===== src/token_pkg.sv =====
package token_pkg;
  // ==========================================================
  // Timebase
  localparam int unsigned CLK_HZ        = 10_000_000;
  localparam int unsigned BAUD_DEFAULT  = 9600;
  localparam logic [3:0]  BITS_PER_CHAR = 4'hb;      // Start, 8 data, parity, stop
  // ==========================================================
  // Configuration reset values
  localparam logic [7:0]  GAP_POLL_DEFAULT  = 8'h0a;  // Ten token holds
  localparam logic [6:0]  TOP_LIMIT_DEFAULT = 7'h1f;  // Station 31
  // ==========================================================
  // Frame lengths in characters
  localparam logic [7:0]  PROBE_CHARS = 8'h06;
  localparam logic [7:0]  TOKEN_CHARS = 8'h03;
  // Target rotation budget per station slot, in bit times
  localparam int unsigned TARGET_BITS_PER_STA = 300;
  // ==========================================================
  // Widths
  localparam int unsigned ADDR_W = 7;
  localparam int unsigned ROT_W  = 28;
  // ==========================================================
  // Token hold sequencer states
  typedef enum logic [3:0] {
    ST_IDLE  = 4'h1,
    ST_REQ   = 4'h2,
    ST_PROBE = 4'h4,
    ST_PASS  = 4'h8
  } hold_state_t;
endpackage : token_pkg


===== src/char_if.sv =====
interface char_if;
  // Frame request toward the character timer
  logic       start;
  logic [7:0] nchars;
  // Completion back to the sequencer
  logic       busy;
  logic       done;

  modport seq   (output start, output nchars, input busy, input done);
  modport timer (input start, input nchars, output busy, output done);
endinterface : char_if


===== src/char_timer.sv =====
module char_timer #(
  parameter int unsigned CYC_PER_BIT = 1041
) (
  // Clock and reset
  input  wire logic CLK,
  input  wire logic RST,
  // Frame channel
  char_if.timer     ch
);
  logic [11:0] bits_left_r;
  logic [15:0] cyc_r;
  logic        busy_r;
  logic        done_r;

  // ==========================================================
  // Bit period counter; each character spans eleven periods
  always_ff @(posedge CLK or posedge RST) begin
    if (RST) begin
      bits_left_r <= 12'h000;
      cyc_r       <= 16'h0000;
      busy_r      <= 1'b0;
      done_r      <= 1'b0;
    end else begin
      done_r <= 1'b0;
      if (!busy_r && ch.start && ch.nchars != 8'h00) begin
        bits_left_r <= 12'(ch.nchars) * 12'(token_pkg::BITS_PER_CHAR);
        cyc_r       <= 16'(CYC_PER_BIT - 1);
        busy_r      <= 1'b1;
      end else if (busy_r) begin
        if (cyc_r != 16'h0000) begin
          cyc_r <= cyc_r - 16'h0001;
        end else if (bits_left_r == 12'h001) begin
          busy_r <= 1'b0;
          done_r <= 1'b1;
        end else begin
          bits_left_r <= bits_left_r - 12'h001;
          cyc_r       <= 16'(CYC_PER_BIT - 1);
        end
      end else if (ch.start) begin
        done_r <= 1'b1;                             // Empty frame ends at once
      end
    end
  end

  assign ch.busy = busy_r;
  assign ch.done = done_r;
endmodule : char_timer


===== src/token_master.sv =====
module token_master #(
  parameter int unsigned BAUD        = token_pkg::BAUD_DEFAULT,
  parameter int unsigned CYC_PER_BIT = token_pkg::CLK_HZ / BAUD
) (
  // Clock and reset
  input  wire logic                         CLK,
  input  wire logic                         RST,
  // Port configuration
  input  wire logic                         MASTER_MODE,
  input  wire logic                         CFG_LOAD,
  input  wire logic [7:0]                   GAP_POLL_FACTOR,
  input  wire logic [token_pkg::ADDR_W-1:0] TOP_STATION_LIMIT,
  input  wire logic [token_pkg::ADDR_W-1:0] OWN_ADDR,
  input  wire logic [token_pkg::ADDR_W-1:0] NEXT_MASTER,
  // Link events
  input  wire logic                         TOKEN_IN,
  // Request source
  input  wire logic                         REQ_PENDING,
  input  wire logic [token_pkg::ADDR_W-1:0] REQ_ADDR,
  input  wire logic [7:0]                   REQ_CHARS,
  // Frame starts toward the line
  output logic                              REQ_START,
  output logic [token_pkg::ADDR_W-1:0]      REQ_DEST,
  output logic                              PROBE_START,
  output logic [token_pkg::ADDR_W-1:0]      PROBE_DEST,
  output logic                              TOKEN_PASS,
  output logic [token_pkg::ADDR_W-1:0]      TOKEN_DEST,
  // Status
  output logic                              HOLDING,
  output logic                              ROT_OK
);
  localparam int unsigned AW = token_pkg::ADDR_W;
  localparam int unsigned RW = token_pkg::ROT_W;

  char_if ch ();

  token_pkg::hold_state_t state_r;
  logic [7:0]    gap_poll_factor_r;
  logic [AW-1:0] top_station_limit_r;
  logic [7:0]    hold_cnt_r;
  logic          probe_due_r;
  logic [AW-1:0] probe_ptr_r;
  logic [RW-1:0] rot_cnt_r;
  logic          rot_run_r;
  logic          rot_ok_r;
  logic          wait_r;
  logic          start_r;
  logic [7:0]    nchars_r;
  logic [AW-1:0] gap_first;
  logic [AW-1:0] probe_nxt;
  logic          gap_open;
  logic [RW-1:0] target_cyc;

  // ==========================================================
  // Address stepping, wrapping above the top station limit
  function automatic logic [AW-1:0] step_addr(input logic [AW-1:0] a, input logic [AW-1:0] lim);
    step_addr = (a >= lim) ? '0 : AW'(a + 1'b1);
  endfunction : step_addr

  // Steps from one address to another, wrapping above the limit
  function automatic logic [AW:0] ring_span(input logic [AW-1:0] from, input logic [AW-1:0] to,
                                            input logic [AW-1:0] lim);
    if (to > from) begin
      ring_span = {1'b0, to} - {1'b0, from};
    end else begin
      ring_span = {1'b0, to} + {1'b0, lim} + {{AW{1'b0}}, 1'b1} - {1'b0, from};
    end
  endfunction : ring_span

  // True when an address lies strictly between this station and its successor
  function automatic logic gap_has(input logic [AW-1:0] a, input logic [AW-1:0] own,
                                   input logic [AW-1:0] nxt, input logic [AW-1:0] lim);
    gap_has = (a <= lim) && (a != own) && (ring_span(own, a, lim) < ring_span(own, nxt, lim));
  endfunction : gap_has

  // Frame timing in whole characters of eleven bit periods
  char_timer #(.CYC_PER_BIT(CYC_PER_BIT)) u_timer (
    .CLK (CLK),
    .RST (RST),
    .ch  (ch)
  );

  assign ch.start  = start_r;
  assign ch.nchars = nchars_r;

  // ==========================================================
  // Gap detection and next probe address
  assign gap_first = step_addr(OWN_ADDR, top_station_limit_r);
  assign gap_open  = (gap_first != NEXT_MASTER) && (gap_first != OWN_ADDR);
  always_comb begin
    probe_nxt = step_addr(probe_ptr_r, top_station_limit_r);
    if (!gap_has(probe_nxt, OWN_ADDR, NEXT_MASTER, top_station_limit_r)) begin
      probe_nxt = gap_first;
    end
  end

  // Target rotation from station count and bit time
  assign target_cyc = RW'((32'(top_station_limit_r) + 32'd1) * token_pkg::TARGET_BITS_PER_STA
                          * CYC_PER_BIT);

  // ==========================================================
  // Per-port configuration held locally
  always_ff @(posedge CLK or posedge RST) begin
    if (RST) begin
      gap_poll_factor_r   <= token_pkg::GAP_POLL_DEFAULT;
      top_station_limit_r <= token_pkg::TOP_LIMIT_DEFAULT;
    end else if (CFG_LOAD) begin
      gap_poll_factor_r   <= (GAP_POLL_FACTOR == 8'h00) ? 8'h01 : GAP_POLL_FACTOR;
      top_station_limit_r <= TOP_STATION_LIMIT;
    end
  end

  // ==========================================================
  // Token hold counter deciding when a probe is due
  always_ff @(posedge CLK or posedge RST) begin
    if (RST) begin
      hold_cnt_r  <= 8'h00;
      probe_due_r <= 1'b0;
    end else if (state_r == token_pkg::ST_IDLE && TOKEN_IN && MASTER_MODE) begin
      if (hold_cnt_r + 8'h01 >= gap_poll_factor_r) begin
        hold_cnt_r  <= 8'h00;
        probe_due_r <= 1'b1;
      end else begin
        hold_cnt_r  <= hold_cnt_r + 8'h01;
        probe_due_r <= 1'b0;
      end
    end
  end

  // ==========================================================
  // Rotation timer from token pass to token return
  always_ff @(posedge CLK or posedge RST) begin
    if (RST) begin
      rot_cnt_r <= '0;
      rot_run_r <= 1'b0;
      rot_ok_r  <= 1'b1;
    end else if (TOKEN_IN && state_r == token_pkg::ST_IDLE) begin
      rot_run_r <= 1'b0;
      if (rot_run_r) begin
        rot_ok_r <= (rot_cnt_r < target_cyc);
      end
    end else if (TOKEN_PASS) begin
      rot_cnt_r <= '0;
      rot_run_r <= 1'b1;
    end else if (rot_run_r && rot_cnt_r != '1) begin
      rot_cnt_r <= rot_cnt_r + 1'b1;
    end
  end

  // ==========================================================
  // Hold sequencer: request when pending and within rotation budget, optional probe, token pass
  always_ff @(posedge CLK or posedge RST) begin
    if (RST) begin
      state_r     <= token_pkg::ST_IDLE;
      wait_r      <= 1'b0;
      start_r     <= 1'b0;
      nchars_r    <= 8'h00;
      probe_ptr_r <= '0;
      REQ_START   <= 1'b0;
      REQ_DEST    <= '0;
      PROBE_START <= 1'b0;
      PROBE_DEST  <= '0;
      TOKEN_PASS  <= 1'b0;
      TOKEN_DEST  <= '0;
      HOLDING     <= 1'b0;
    end else begin
      start_r     <= 1'b0;
      REQ_START   <= 1'b0;
      PROBE_START <= 1'b0;
      TOKEN_PASS  <= 1'b0;
      unique case (state_r)
        token_pkg::ST_IDLE: begin
          if (TOKEN_IN && MASTER_MODE) begin
            state_r <= token_pkg::ST_REQ;
            HOLDING <= 1'b1;
            wait_r  <= 1'b0;
            if (!gap_has(probe_ptr_r, OWN_ADDR, NEXT_MASTER, top_station_limit_r)) begin
              probe_ptr_r <= OWN_ADDR;                // Restart the walk inside the gap
            end
          end
        end
        token_pkg::ST_REQ: begin
          if (!wait_r) begin
            if (REQ_PENDING && rot_ok_r) begin
              REQ_START <= 1'b1;
              REQ_DEST  <= REQ_ADDR;
              start_r   <= 1'b1;
              nchars_r  <= REQ_CHARS;
              wait_r    <= 1'b1;
            end else begin
              state_r <= token_pkg::ST_PROBE;
            end
          end else if (ch.done) begin
            wait_r  <= 1'b0;
            state_r <= token_pkg::ST_PROBE;
          end
        end
        token_pkg::ST_PROBE: begin
          if (!wait_r) begin
            if (probe_due_r && gap_open) begin
              PROBE_START <= 1'b1;
              PROBE_DEST  <= probe_nxt;
              probe_ptr_r <= probe_nxt;
              start_r     <= 1'b1;
              nchars_r    <= token_pkg::PROBE_CHARS;
              wait_r      <= 1'b1;
            end else begin
              state_r <= token_pkg::ST_PASS;
            end
          end else if (ch.done) begin
            wait_r  <= 1'b0;
            state_r <= token_pkg::ST_PASS;
          end
        end
        token_pkg::ST_PASS: begin
          if (!wait_r) begin
            start_r  <= 1'b1;
            nchars_r <= token_pkg::TOKEN_CHARS;
            wait_r   <= 1'b1;
          end else if (ch.done) begin
            TOKEN_PASS <= 1'b1;
            TOKEN_DEST <= NEXT_MASTER;
            HOLDING    <= 1'b0;
            wait_r     <= 1'b0;
            state_r    <= token_pkg::ST_IDLE;
          end
        end
      endcase
    end
  end

  assign ROT_OK = rot_ok_r;
endmodule : token_master


===== config.mk =====
export PLATFORM = sky130hd
export DESIGN_NAME = token_master
export DESIGN_NICKNAME = d
export VERILOG_FILES = /design/src/token_pkg.sv /design/src/char_if.sv /design/src/char_timer.sv /design/src/token_master.sv
export SDC_FILE = /design/constraint.sdc
export NUM_CORES = 1
export LEC_CHECK = 0
export BUFFER_PORTS_ARGS = -buffer_cell sky130_fd_sc_hd__buf_2
export CORE_MARGIN = 2
export CORE_UTILIZATION = 64
export DETAILED_ROUTE_END_ITERATION = 7
export GPL_TIMING_DRIVEN = 0
export PLACE_DENSITY = 0.84
export RECOVER_POWER = 25
export SETUP_SLACK_MARGIN = 0.5
export SKIP_LAST_GASP = 1
export SLEW_MARGIN = 20
export SYNTH_ARGS = -nofsm -noshare
export SYNTH_HDL_FRONTEND = slang
export SYNTH_SLANG_ARGS = --single-unit

===== constraint.sdc =====
create_clock -name CLK -period 10.5 [get_ports CLK]
set_input_delay 0.525 -clock CLK [delete_from_list [all_inputs] [get_ports CLK]]
set_output_delay 0.525 -clock CLK [all_outputs]
set_load 0.01 [all_outputs]

==> results of run 1 <==
## power breakdown
part | total (W) | switching, W | internal (W)
Combinational | 0.00308 | 0.00175 | 0.00133
Clock | 0.000622 | 0.000240 | 0.000382
Sequential | 0.000514 | 0.00000579 | 0.000508
## cell usage in the layout (no fill, tap or decap), types with 27 or more instances in the layout
cell type / synthesis / routed
nand3_1: 37 / 37
mux2_2: 29 / 29
a21o_1: 48 / 48
inv_1: 158 / 157
a21oi_1: 90 / 90
xor2_1: 56 / 56
dfrtp_1: 121 / 121
buf_2: 3 / 76
o21ai_0: 96 / 96
ha_1: 239 / 239
nor2_1: 98 / 98
fa_1: 37 / 37
nand2_1: 102 / 102
xnor2_1: 78 / 77
nor3_1: 27 / 27
## synthesized netlist by cell type, types with 16 or more instances
master    instances
o21bai_1         16
nand3_1          37
o21ai_0          96
fa_1             37
a21o_1           48
nor3_1           27
nand2b_1         26
nor2b_1          19
nor2_1           98
xnor2_1          78
xor2_1           56
ha_1            239
nand2_1         102
inv_1           158
nand4_1          18
dfrtp_1         121
mux2_2           29
a21oi_1          90
clkbuf_1         21
## per-stage QoR
step	total power [W]	instance area [um^2]	worst slack [ns]	hold slack (ns)
2_1_floorplan	0.00280	13700	2.26	0.458
3_3_place_gp	0.00331	14400	1.44	0.484
3_5_place_dp	0.00348	14500	1.13	0.487
4_1_cts	0.00412	15100	1.07	0.0418
5_1_grt	0.00458	15100	0.621	0.322
6_report	0.00421	15100	0.981	0.311
## flip-flops by register name, summed over array words and instances (netlist names), 4 cells and up
name	cells
PROBE_DEST	7
u_timer.bits_left_r	12
top_station_limit_r	7
REQ_DEST	7
rot_cnt_r	28
ch.nchars	8
state_r	4
hold_cnt_r	8
TOKEN_DEST	7
gap_poll_factor_r	8
u_timer.cyc_r	16
probe_ptr_r	7
## layout make-up
type	count	area, um^2
plain buffers	25	97.6
clock buffers	18	439
clock inverters	14	176
fillers	1525	5950
inverters	160	602
multi-input cells	1216	9770
flip-flops and latches	130	3260
well taps	275	344
repair buffers	76	380
## worst max-delay path: cells and delay by family (launching register included)
family / cells / cell delay, ns
buffers and inverters: 2 / 0.10
adder cells (fa/ha/maj): 12 / 3.96
AND/OR/NAND/NOR: 7 / 1.25
AO/OA/AOI/OAI: 9 / 2.49
XOR/XNOR: 4 / 0.97
flip-flops: 1 / 0.67
## per-layer routing
metal	up-vias	global-route usage (%)	wire length, um
met1	5625	41.1	14900
met5	-	0	13
met3	74	4.58	2140
met4	2	10.5	982
li1	5588	-	-
met2	428	51.6	16500
## path summary, 6_finish.rpt
| kind | from | end | slack, ns | depth (start not counted) |
|---|---|---|---|---|
| min in group asynchronous | RST | rot_cnt_r[18]$_DFFE_PP0P_ | 0.33 | 2 |
| max in group asynchronous | RST | probe_ptr_r[0]$_DFFE_PP0P_ | 4.45 | 3 |
| setup reg to reg | top_station_limit_r[1]$_DFFE_PP1P_ | ROT_OK$_DFFE_PP1P_ | 0.98 | 34 |
| hold / removal | REQ_CHARS[7] | ch.nchars[7]$_DFFE_PP0P_ | 0.31 | 3 |
| hold reg to reg | REQ_DEST[4]$_DFFE_PP0P_ | REQ_DEST[4]$_DFFE_PP0P_ | 0.50 | 1 |
| setup / recovery | top_station_limit_r[1]$_DFFE_PP1P_ | ROT_OK$_DFFE_PP1P_ | 0.98 | 34 |
## logic make-up after synthesis
| logic type | Yosys count | synth area share (%) |
|---|---|---|
| compound gates | 345 | 15.9 |
| simple gates | 417 | 15.8 |
| mux | 41 | 3.30 |
| flops | 130 | 23.8 |
| xor+xnor | 136 | 8.85 |
| buf+inv | 185 | 5.09 |
| fa+ha+maj | 277 | 27.3 |
==> impl_metrics.env, run 1 <==
export IMPL_powerDensity_nw_per_um2=280
export IMPL_failed_checks="max-capacitance violations, max-slew violations"
export IMPL_dieArea_um2=22600
export IMPL_synthesis_area_um2=13700
export IMPL_holdBufCountCts=0
export IMPL_critPathArrivalTime_ns=9.86
export IMPL_cts_htree_levels=4
export IMPL_cts_resized=0
export IMPL_skew_ns=0.0113
export IMPL_path_max_fanout=10
export IMPL_core_um2=21000
export IMPL_vias=11700
export IMPL_antenna_cells=0
export IMPL_drive_gt1_share_pct=11.4
export IMPL_syn_num_nets=1857
export IMPL_vdd_drop_max_uv=329
export IMPL_grt_max_degree=104
export IMPL_dp_cells=1882
export IMPL_ys_flop_type="dfrtp_1"
export IMPL_first_pass_iters=5
export IMPL_grt_pass1_wl_um=55400
export IMPL_dp_hpwl_um=27000
export IMPL_cp_slowest_cell="dfstp_2"
export IMPL_crit_path_frequent_cell="ha_1"
export IMPL_fin_crit_sh_pct=90.7
export IMPL_first_iter_violations=965
export IMPL_clock_latency_ns=0.43
export IMPL_utilization_pct=71.7
export IMPL_grt_overflow_total=0
export IMPL_pin_count=76
export IMPL_clk_pin_slew_worst_paths_ns=0.06
export IMPL_rsz0062_at_grt="false"
export IMPL_maxSlewHeadroom_pct=-262
export IMPL_die_w_um=150
export IMPL_grt_pass1_vias=11500
export IMPL_crit_required_ns=10.84
export IMPL_fp_row_count=53
export IMPL_cts_setup_buffers=0
export IMPL_setup_viol=0
export IMPL_synth_seq_cells=130
export IMPL_max_stage_delay_ns=0.67
export IMPL_cts_tree="yes"
export IMPL_worstSetupStartpointType="flop"
export IMPL_drcViolationCount=0
export IMPL_ys_async_sr_fraction_pct=100
export IMPL_min_path_type="in2reg"
export IMPL_die_y_um=150
export IMPL_ant_nets=0
export IMPL_worstMarginPinSlew_ns=5.43
export IMPL_fin_setup_tns_ns=0
export IMPL_synth_top_area_share_pct=22.1
export IMPL_io_buffers=74
export IMPL_maxCapViolCount=1
export IMPL_cts_buffers=17
export IMPL_antenna_found_initial=1
export IMPL_avgViaCountPerCell=6.12
export IMPL_yosys_top_cells_area="dfrtp_1 22%, ha_1 22%, fa_1 5.4%, xnor2_1 5.0%, inv_1 4.3%"
export IMPL_hold_viol=0
export IMPL_ys_types=85
export IMPL_synthToLayoutAreaGrowth_pct=9.94
export IMPL_layout_nets=1952
export IMPL_synthCells=1531
export IMPL_numClockSinks=130
export IMPL_cp_end_kind="flop"
export IMPL_synth_warnings=0
export IMPL_p_leak_nw=7.62
export IMPL_layout_min_cycle_time_ns=9.52
export IMPL_gp_congestion=0.957
export IMPL_finalMaxSlewViolations=104
export IMPL_maxClockFrequency_mhz=105
export IMPL_post_synth_top_area_cell="dfrtp_1"
export IMPL_floorplan_initialDensity_pct=65.2
export IMPL_outcome="finished, violations left"
export IMPL_seq_area_frac_synth_pct=23.8
export IMPL_wire_per_inst_um=18.0
export IMPL_track_usage_pct=30.9
export IMPL_clock_root_buffer="clkbuf_16"
export IMPL_clockBufferDepth=2
export IMPL_syn_avg_cell_area_um2=8.95
export IMPL_criticalPathCategory="reg2reg"
export IMPL_fin_cells=1914
export IMPL_wl_um=34500
export IMPL_synth_edf_count=0
Note: power is estimated with default switching activity, not from simulation.
==> inputs of run 2 (changes only) <==
- CELL_PAD_IN_SITES_DETAIL_PLACEMENT: not set -> 0
- CELL_PAD_IN_SITES_GLOBAL_PLACEMENT: not set -> 1
- CORE_MARGIN: 2 -> not set
- CORE_UTILIZATION: 64 -> 49
- PLACE_DENSITY: 0.84 -> 0.83
==> run 2 against run 1 <==
- via count decreased by 3.6%
- wire length decreased by 0.83%
- first-iteration DRC count decreased by 31%
- the flow still finishes with violations (max-capacitance violations, max-slew violations)
==> impl_metrics.env, run 2 (synthesis results as in run 1) <==
export IMPL_outcome="finished, violations left"
export IMPL_failed_checks="max-capacitance violations, max-slew violations"
export IMPL_path_max_fanout=10
export IMPL_die_w_um=169
export IMPL_first_pass_iters=7
export IMPL_final_common_cell="ha_1"
export IMPL_floorplan_initialDensity_pct=50.4
export IMPL_avgViaCountPerCell=5.61
export IMPL_grt_overflow_total=0
export IMPL_crit_start="top_station_limit_r[1]$_DFFE_PP1P_"
export IMPL_crit_required_ns=10.85
export IMPL_fin_setup_tns_ns=0
export IMPL_ff2ff_setup_slack_ns=0.97
export IMPL_timing_rr_end="ROT_OK$_DFFE_PP1P_"
export IMPL_place_ws_ns=1.15
export IMPL_cp_slowest_cell="dfstp_2"
export IMPL_maxClockFrequency_mhz=105
export IMPL_dieArea_um2=28600
export IMPL_holdBufCountCts=0
export IMPL_layout_nets=1952
export IMPL_dp_hpwl_um=27400
export IMPL_cts_tree="yes"
export IMPL_fin_cells=2012
export IMPL_fill_cells=2540
export IMPL_criticalPathCategory="reg2reg"
export IMPL_grt_max_degree=89
export IMPL_cts_setup_buffers=0
export IMPL_finalMaxSlewViolations=133
export IMPL_clock_root_buffer="clkbuf_16"
export IMPL_vias=11300
export IMPL_layout_setup_ws_ns=0.966
export IMPL_reg2reg_depth=34
export IMPL_drcViolationCount=0
export IMPL_io_buffers=74
export IMPL_clockBufferDepth=2
export IMPL_setup_viol=0
export IMPL_r2r_start="top_station_limit_r[1]$_DFFE_PP1P_"
export IMPL_skew_ns=0.0133
export IMPL_cts_resized=0
export IMPL_synthToLayoutAreaGrowth_pct=10.9
export IMPL_min_path_type="in2reg"
export IMPL_max_stage_delay_ns=0.65
export IMPL_powerDensity_nw_per_um2=274
export IMPL_cp_endpoint="ROT_OK$_DFFE_PP1P_"
export IMPL_fin_crit_sh_pct=90.8
export IMPL_worstSetupStartpointType="flop"
export IMPL_critPathArrivalTime_ns=9.89
export IMPL_final_cell_mix="239 x ha_1, 157 x inv_1, 121 x dfrtp_1, 102 x nand2_1, 98 x nor2_1"
export IMPL_numClockSinks=130
export IMPL_die_y_um=169
export IMPL_track_usage_pct=24.9
export IMPL_maxCapViolCount=2
export IMPL_wire_per_inst_um=17.0
export IMPL_grt_pass1_wl_um=56400
export IMPL_worstMarginPinSlew_ns=4.73
export IMPL_ant_nets=0
export IMPL_first_iter_violations=664
export IMPL_core_um2=27200
export IMPL_antenna_found_initial=0
export IMPL_reg_top3="rot_cnt_r (28), u_timer.cyc_r (16), u_timer.bits_left_r (12)"
export IMPL_layout_min_cycle_time_ns=9.53
export IMPL_hold_viol=0
export IMPL_largest_register="rot_cnt_r"
export IMPL_pin_count=76
export IMPL_dp_cells=1979
export IMPL_rsz0062_at_grt="false"
export IMPL_maxSlewHeadroom_pct=-215
export IMPL_cts_buffers=17
export IMPL_cp_end_kind="flop"
export IMPL_clock_latency_ns=0.43
export IMPL_fp_row_count=60
export IMPL_p_leak_nw=7.62
export IMPL_multiInputGateArea_um2=9760
export IMPL_wl_um=34200
export IMPL_p_total_w=0.00416
export IMPL_seq_area_um2=3260
export IMPL_largest_reg_flops=28
export IMPL_vdd_drop_max_uv=333
export IMPL_clk_pin_slew_worst_paths_ns=0.06
export IMPL_drive_gt1_share_pct=11.4
export IMPL_cts_htree_levels=4
export IMPL_gp_congestion=0.944
export IMPL_crit_path_frequent_cell="ha_1"
export IMPL_grt_pass1_vias=11100
run 2: how the worst min path moves through the flow:
stage / startpoint / depth (start not counted) / slack [ns] / end
detailed placement: gap_poll_factor_r[3]$_DFFE_PP1P_ / 2 / 0.49 / gap_poll_factor_r[3]$_DFFE_PP1P_
CTS: RST / 2 / 0.08 / rot_cnt_r[16]$_DFFE_PP0P_
global placement: HOLDING$_DFFE_PP0P_ / 2 / 0.48 / HOLDING$_DFFE_PP0P_
floorplan: probe_due_r$_DFFE_PP0P_ / 1 / 0.46 / probe_due_r$_DFFE_PP0P_
finish: REQ_CHARS[5] / 3 / 0.31 / ch.nchars[5]$_DFFE_PP0P_
global route: REQ_CHARS[3] / 2 / 0.32 / ch.nchars[3]$_DFFE_PP0P_
run 2: power by group:
part	leakage (nW)	internal, W	switching, W
combinational	5.65	0.00131	0.00171
sequential	1.68	0.000508	0.00000605
clock	0.297	0.000389	0.000233
run 2: metal layers:
layer | global-route usage [%] | share of wire (%) | vias to the layer above
met5 | 0 | 0 | -
met1 | 34.7 | 48 | 5389
met3 | 3.43 | 4.9 | 44
met2 | 40.3 | 45 | 268
met4 | 7.21 | 2.1 | 0
li1 | - | - | 5595
run 2: stage by stage:
| step | utilization [%] | hold slack, ns | instance area, um^2 |
|---|---|---|---|
| 5_1_grt | 55.9 | 0.320 | 15200 |
| 3_3_place_gp | 53.5 | 0.479 | 14500 |
| 6_report | 55.9 | 0.305 | 15200 |
| 2_1_floorplan | - | 0.458 | 13700 |
| 3_5_place_dp | 53.7 | 0.488 | 14600 |
| 4_1_cts | 56.0 | 0.0815 | 15200 |
run 2: layout make-up:
type / count / share of cell area [%]
antenna: 1 / 0.0165
buffer: 25 / 0.642
clock buffer: 19 / 2.98
clock inverter: 13 / 1.14
inverter: 160 / 3.96
multi-input combinational: 1216 / 64.2
sequential: 130 / 21.5
tap: 372 / 3.06
timing repair buffer: 76 / 2.51
run 2: critical path, delay by kind of cell, from the launching register on:
kind	cells	cell delay (ns)
DFF	1	0.65
and+or+nand+nor	7	1.23
xor gates and xnor gates	4	0.99
buffers and inverters	2	0.10
adders and majority gates	12	3.93
AOI/OAI and AO/OA	9	2.55
==> inputs of run 3 (changes only) <==
- ABC_AREA: not set -> 1
- CAP_MARGIN: not set -> 10
- CORE_UTILIZATION: 49 -> 47
==> run 3 against run 2 <==
- the flow still finishes with violations (max-capacitance violations, max-slew violations)
- final area rose by 1.0%
- core utilization down 2.9 points
- critical path type unchanged
- worst setup slack improved by 0.73 ns
- area after synthesis increased by 1.7%
- register-to-register slack improved by 0.73 ns
- critical endpoint unchanged
- hold slack lost 0.014 ns
- largest cell class unchanged
- cell count up 16%
- count of clock-buffer cells in the layout is 1 higher
- clock skew down 0.0014 ns
- die area rose by 6.0%
- via count increased by 8.2%
- global-route usage is 0.33 points higher
==> impl_metrics.env, run 3 <==
export IMPL_layout_nets=2254
export IMPL_largest_register="rot_cnt_r"
export IMPL_vias=12200
export IMPL_wl_um=36900
export IMPL_track_usage_pct=25.3
export IMPL_wire_per_inst_um=15.9
export IMPL_hold_viol=0
export IMPL_rsz0062_at_grt="false"
export IMPL_ys_async_sr_fraction_pct=100
export IMPL_outcome="finished, violations left"
export IMPL_cts_setup_buffers=0
export IMPL_maxClockFrequency_mhz=114
export IMPL_largest_reg_flops=28
export IMPL_cts_htree_levels=4
export IMPL_maxCapViolCount=2
export IMPL_holdBufCountCts=0
export IMPL_cp_depth=43
export IMPL_cts_tree="yes"
export IMPL_drcViolationCount=0
export IMPL_synthToLayoutAreaGrowth_pct=10.1
export IMPL_critPathArrivalTime_ns=9.15
export IMPL_synthesis_area_um2=13900
export IMPL_min_path_cells=3
export IMPL_seq_area_frac_synth_pct=23.4
export IMPL_syn_avg_cell_area_um2=7.60
export IMPL_post_synth_top_area_cell="dfrtp_1"
export IMPL_pin_count=76
export IMPL_path_max_fanout=11
export IMPL_dieArea_um2=30400
export IMPL_path_buf_inv=4
export IMPL_utilization_pct=53.1
export IMPL_criticalPathCategory="reg2reg"
export IMPL_clock_root_buffer="clkbuf_16"
export IMPL_die_y_um=174
export IMPL_cp_slowest_cell="dfstp_2"
export IMPL_grt_overflow_total=0
export IMPL_synthCells=1834
export IMPL_antenna_cells=0
export IMPL_post_synth_top_count_cell="nand2_1"
export IMPL_first_iter_violations=754
export IMPL_grt_max_degree=94
export IMPL_antenna_found_initial=0
export IMPL_yosys_top_cells_area="dfrtp_1 22%, ha_1 21%, nand2_1 11%, inv_1 7.6%, fa_1 5.3%"
export IMPL_clk_pin_slew_worst_paths_ns=0.06
export IMPL_syn_num_nets=2160
export IMPL_fin_crit_sh_pct=83.9
export IMPL_worstMarginPinSlew_ns=5.04
export IMPL_setup_viol=0
export IMPL_synthTopCellsByCount="395 x nand2_1, 283 x inv_1, 239 x ha_1, 126 x nor2_1, 121 x dfrtp_1"
export IMPL_max_stage_delay_ns=0.66
export IMPL_synth_seq_cells=130
export IMPL_grt_pass1_wl_um=61000
export IMPL_floorplan_initialDensity_pct=48.2
export IMPL_grt_pass1_vias=12000
export IMPL_drive_gt1_share_pct=9.27
export IMPL_cts_resized=0
export IMPL_fp_row_count=62
export IMPL_cp_top_family="adder cells"
export IMPL_die_w_um=174
export IMPL_gp_congestion=0.916
export IMPL_synth_warnings=0
export IMPL_final_common_cell="nand2_1"
export IMPL_layout_setup_ws_ns=1.70
export IMPL_skew_ns=0.0119
export IMPL_synth_edf_count=0
export IMPL_failed_checks="max-capacitance violations, max-slew violations"
export IMPL_clock_latency_ns=0.43
export IMPL_crit_required_ns=10.84
export IMPL_io_buffers=74
export IMPL_ant_nets=0
export IMPL_cp_end_kind="flop"
export IMPL_final_cell_mix="395 x nand2_1, 282 x inv_1, 239 x ha_1, 126 x nor2_1, 121 x dfrtp_1"
export IMPL_first_pass_iters=5
export IMPL_synth_top_area_share_pct=21.7
export IMPL_reg2reg_depth=43
export IMPL_clockBufferDepth=2
export IMPL_ys_types=63
export IMPL_ys_flop_type="dfrtp_1"
export IMPL_cts_buffers=17
export IMPL_avgViaCountPerCell=5.26
export IMPL_fin_setup_tns_ns=0
export IMPL_dp_hpwl_um=29900
export IMPL_fill_cells=2813
export IMPL_finalMaxSlewViolations=133
export IMPL_layout_min_cycle_time_ns=8.80
export IMPL_worstSetupStartpointType="flop"
export IMPL_numClockSinks=130
export IMPL_maxSlewHeadroom_pct=-236
export IMPL_core_um2=28900
export IMPL_reg_top3="rot_cnt_r (28), u_timer.cyc_r (16), u_timer.bits_left_r (12)"
export IMPL_place_ws_ns=1.68
export IMPL_crit_path_frequent_cell="nand2_1"
export IMPL_min_path_type="in2reg"
[run 3: tightest hold or removal path, stage by stage]
cell and delay (ns):
buf_2 0.07, nand2_1 0.04, nand2_1 0.04
[run 3: layout make-up]
| type | instances | area, um^2 | area share, % |
|---|---|---|---|
| repair buffers | 75 | 373 | 2.43 |
| well taps | 384 | 480 | 3.13 |
| flip-flops and latches | 130 | 3260 | 21.3 |
| clock buffers | 20 | 447 | 2.91 |
| inverters | 291 | 1090 | 7.12 |
| clock inverters | 12 | 111 | 0.725 |
| multi-input cells | 1397 | 9510 | 61.9 |
| plain buffers | 16 | 78.8 | 0.513 |
[run 3: cell families (layout without fill, tap and decap cells)]
family	after synthesis	in the layout	synth area share, %
AND/OR/NAND/NOR	720	720	22.8
buffers and inverters	307	414	8.40
adder cells (fa/ha/maj)	276	276	26.8
multiplexers	6	6	0.449
AO/OA/AOI/OAI	307	307	12.7
flip-flops	130	130	23.4
XOR/XNOR	88	88	5.53
[run 3: routing by layer]
layer	wire, um	vias up	global-route usage [%]
li1	-	6276	-
met1	16800	5637	33.2
met2	17600	261	43.0
met3	1420	50	3.19
met4	1030	0	7.82
met5	0	-	0
[run 3: worst paths after layout]
check / startpoint / slack [ns] / end
max: top_station_limit_r[0]$_DFFE_PP1P_ / 1.70 / ROT_OK$_DFFE_PP1P_
max reg2reg: top_station_limit_r[0]$_DFFE_PP1P_ / 1.70 / ROT_OK$_DFFE_PP1P_
min reg2reg: REQ_DEST[2]$_DFFE_PP0P_ / 0.47 / REQ_DEST[2]$_DFFE_PP0P_
min in group asynchronous: RST / 0.49 / REQ_DEST[5]$_DFFE_PP0P_
min: REQ_ADDR[2] / 0.29 / REQ_DEST[2]$_DFFE_PP0P_
max in group asynchronous: RST / 4.57 / rot_cnt_r[9]$_DFFE_PP0P_
[run 3: stage by stage]
stage	std cells	cell area, um^2	hold slack [ns]
floorplan	1834	13900	0.459
finish	2325	15400	0.291
detailed placement	2293	14800	0.460
CTS	2325	15400	0.0719
global placement	2292	14800	0.457
global route	2325	15400	0.295
Power of run 3 is not shown: default switching activity piles up to over one toggle a cycle in this logic, so the estimate is an artifact.
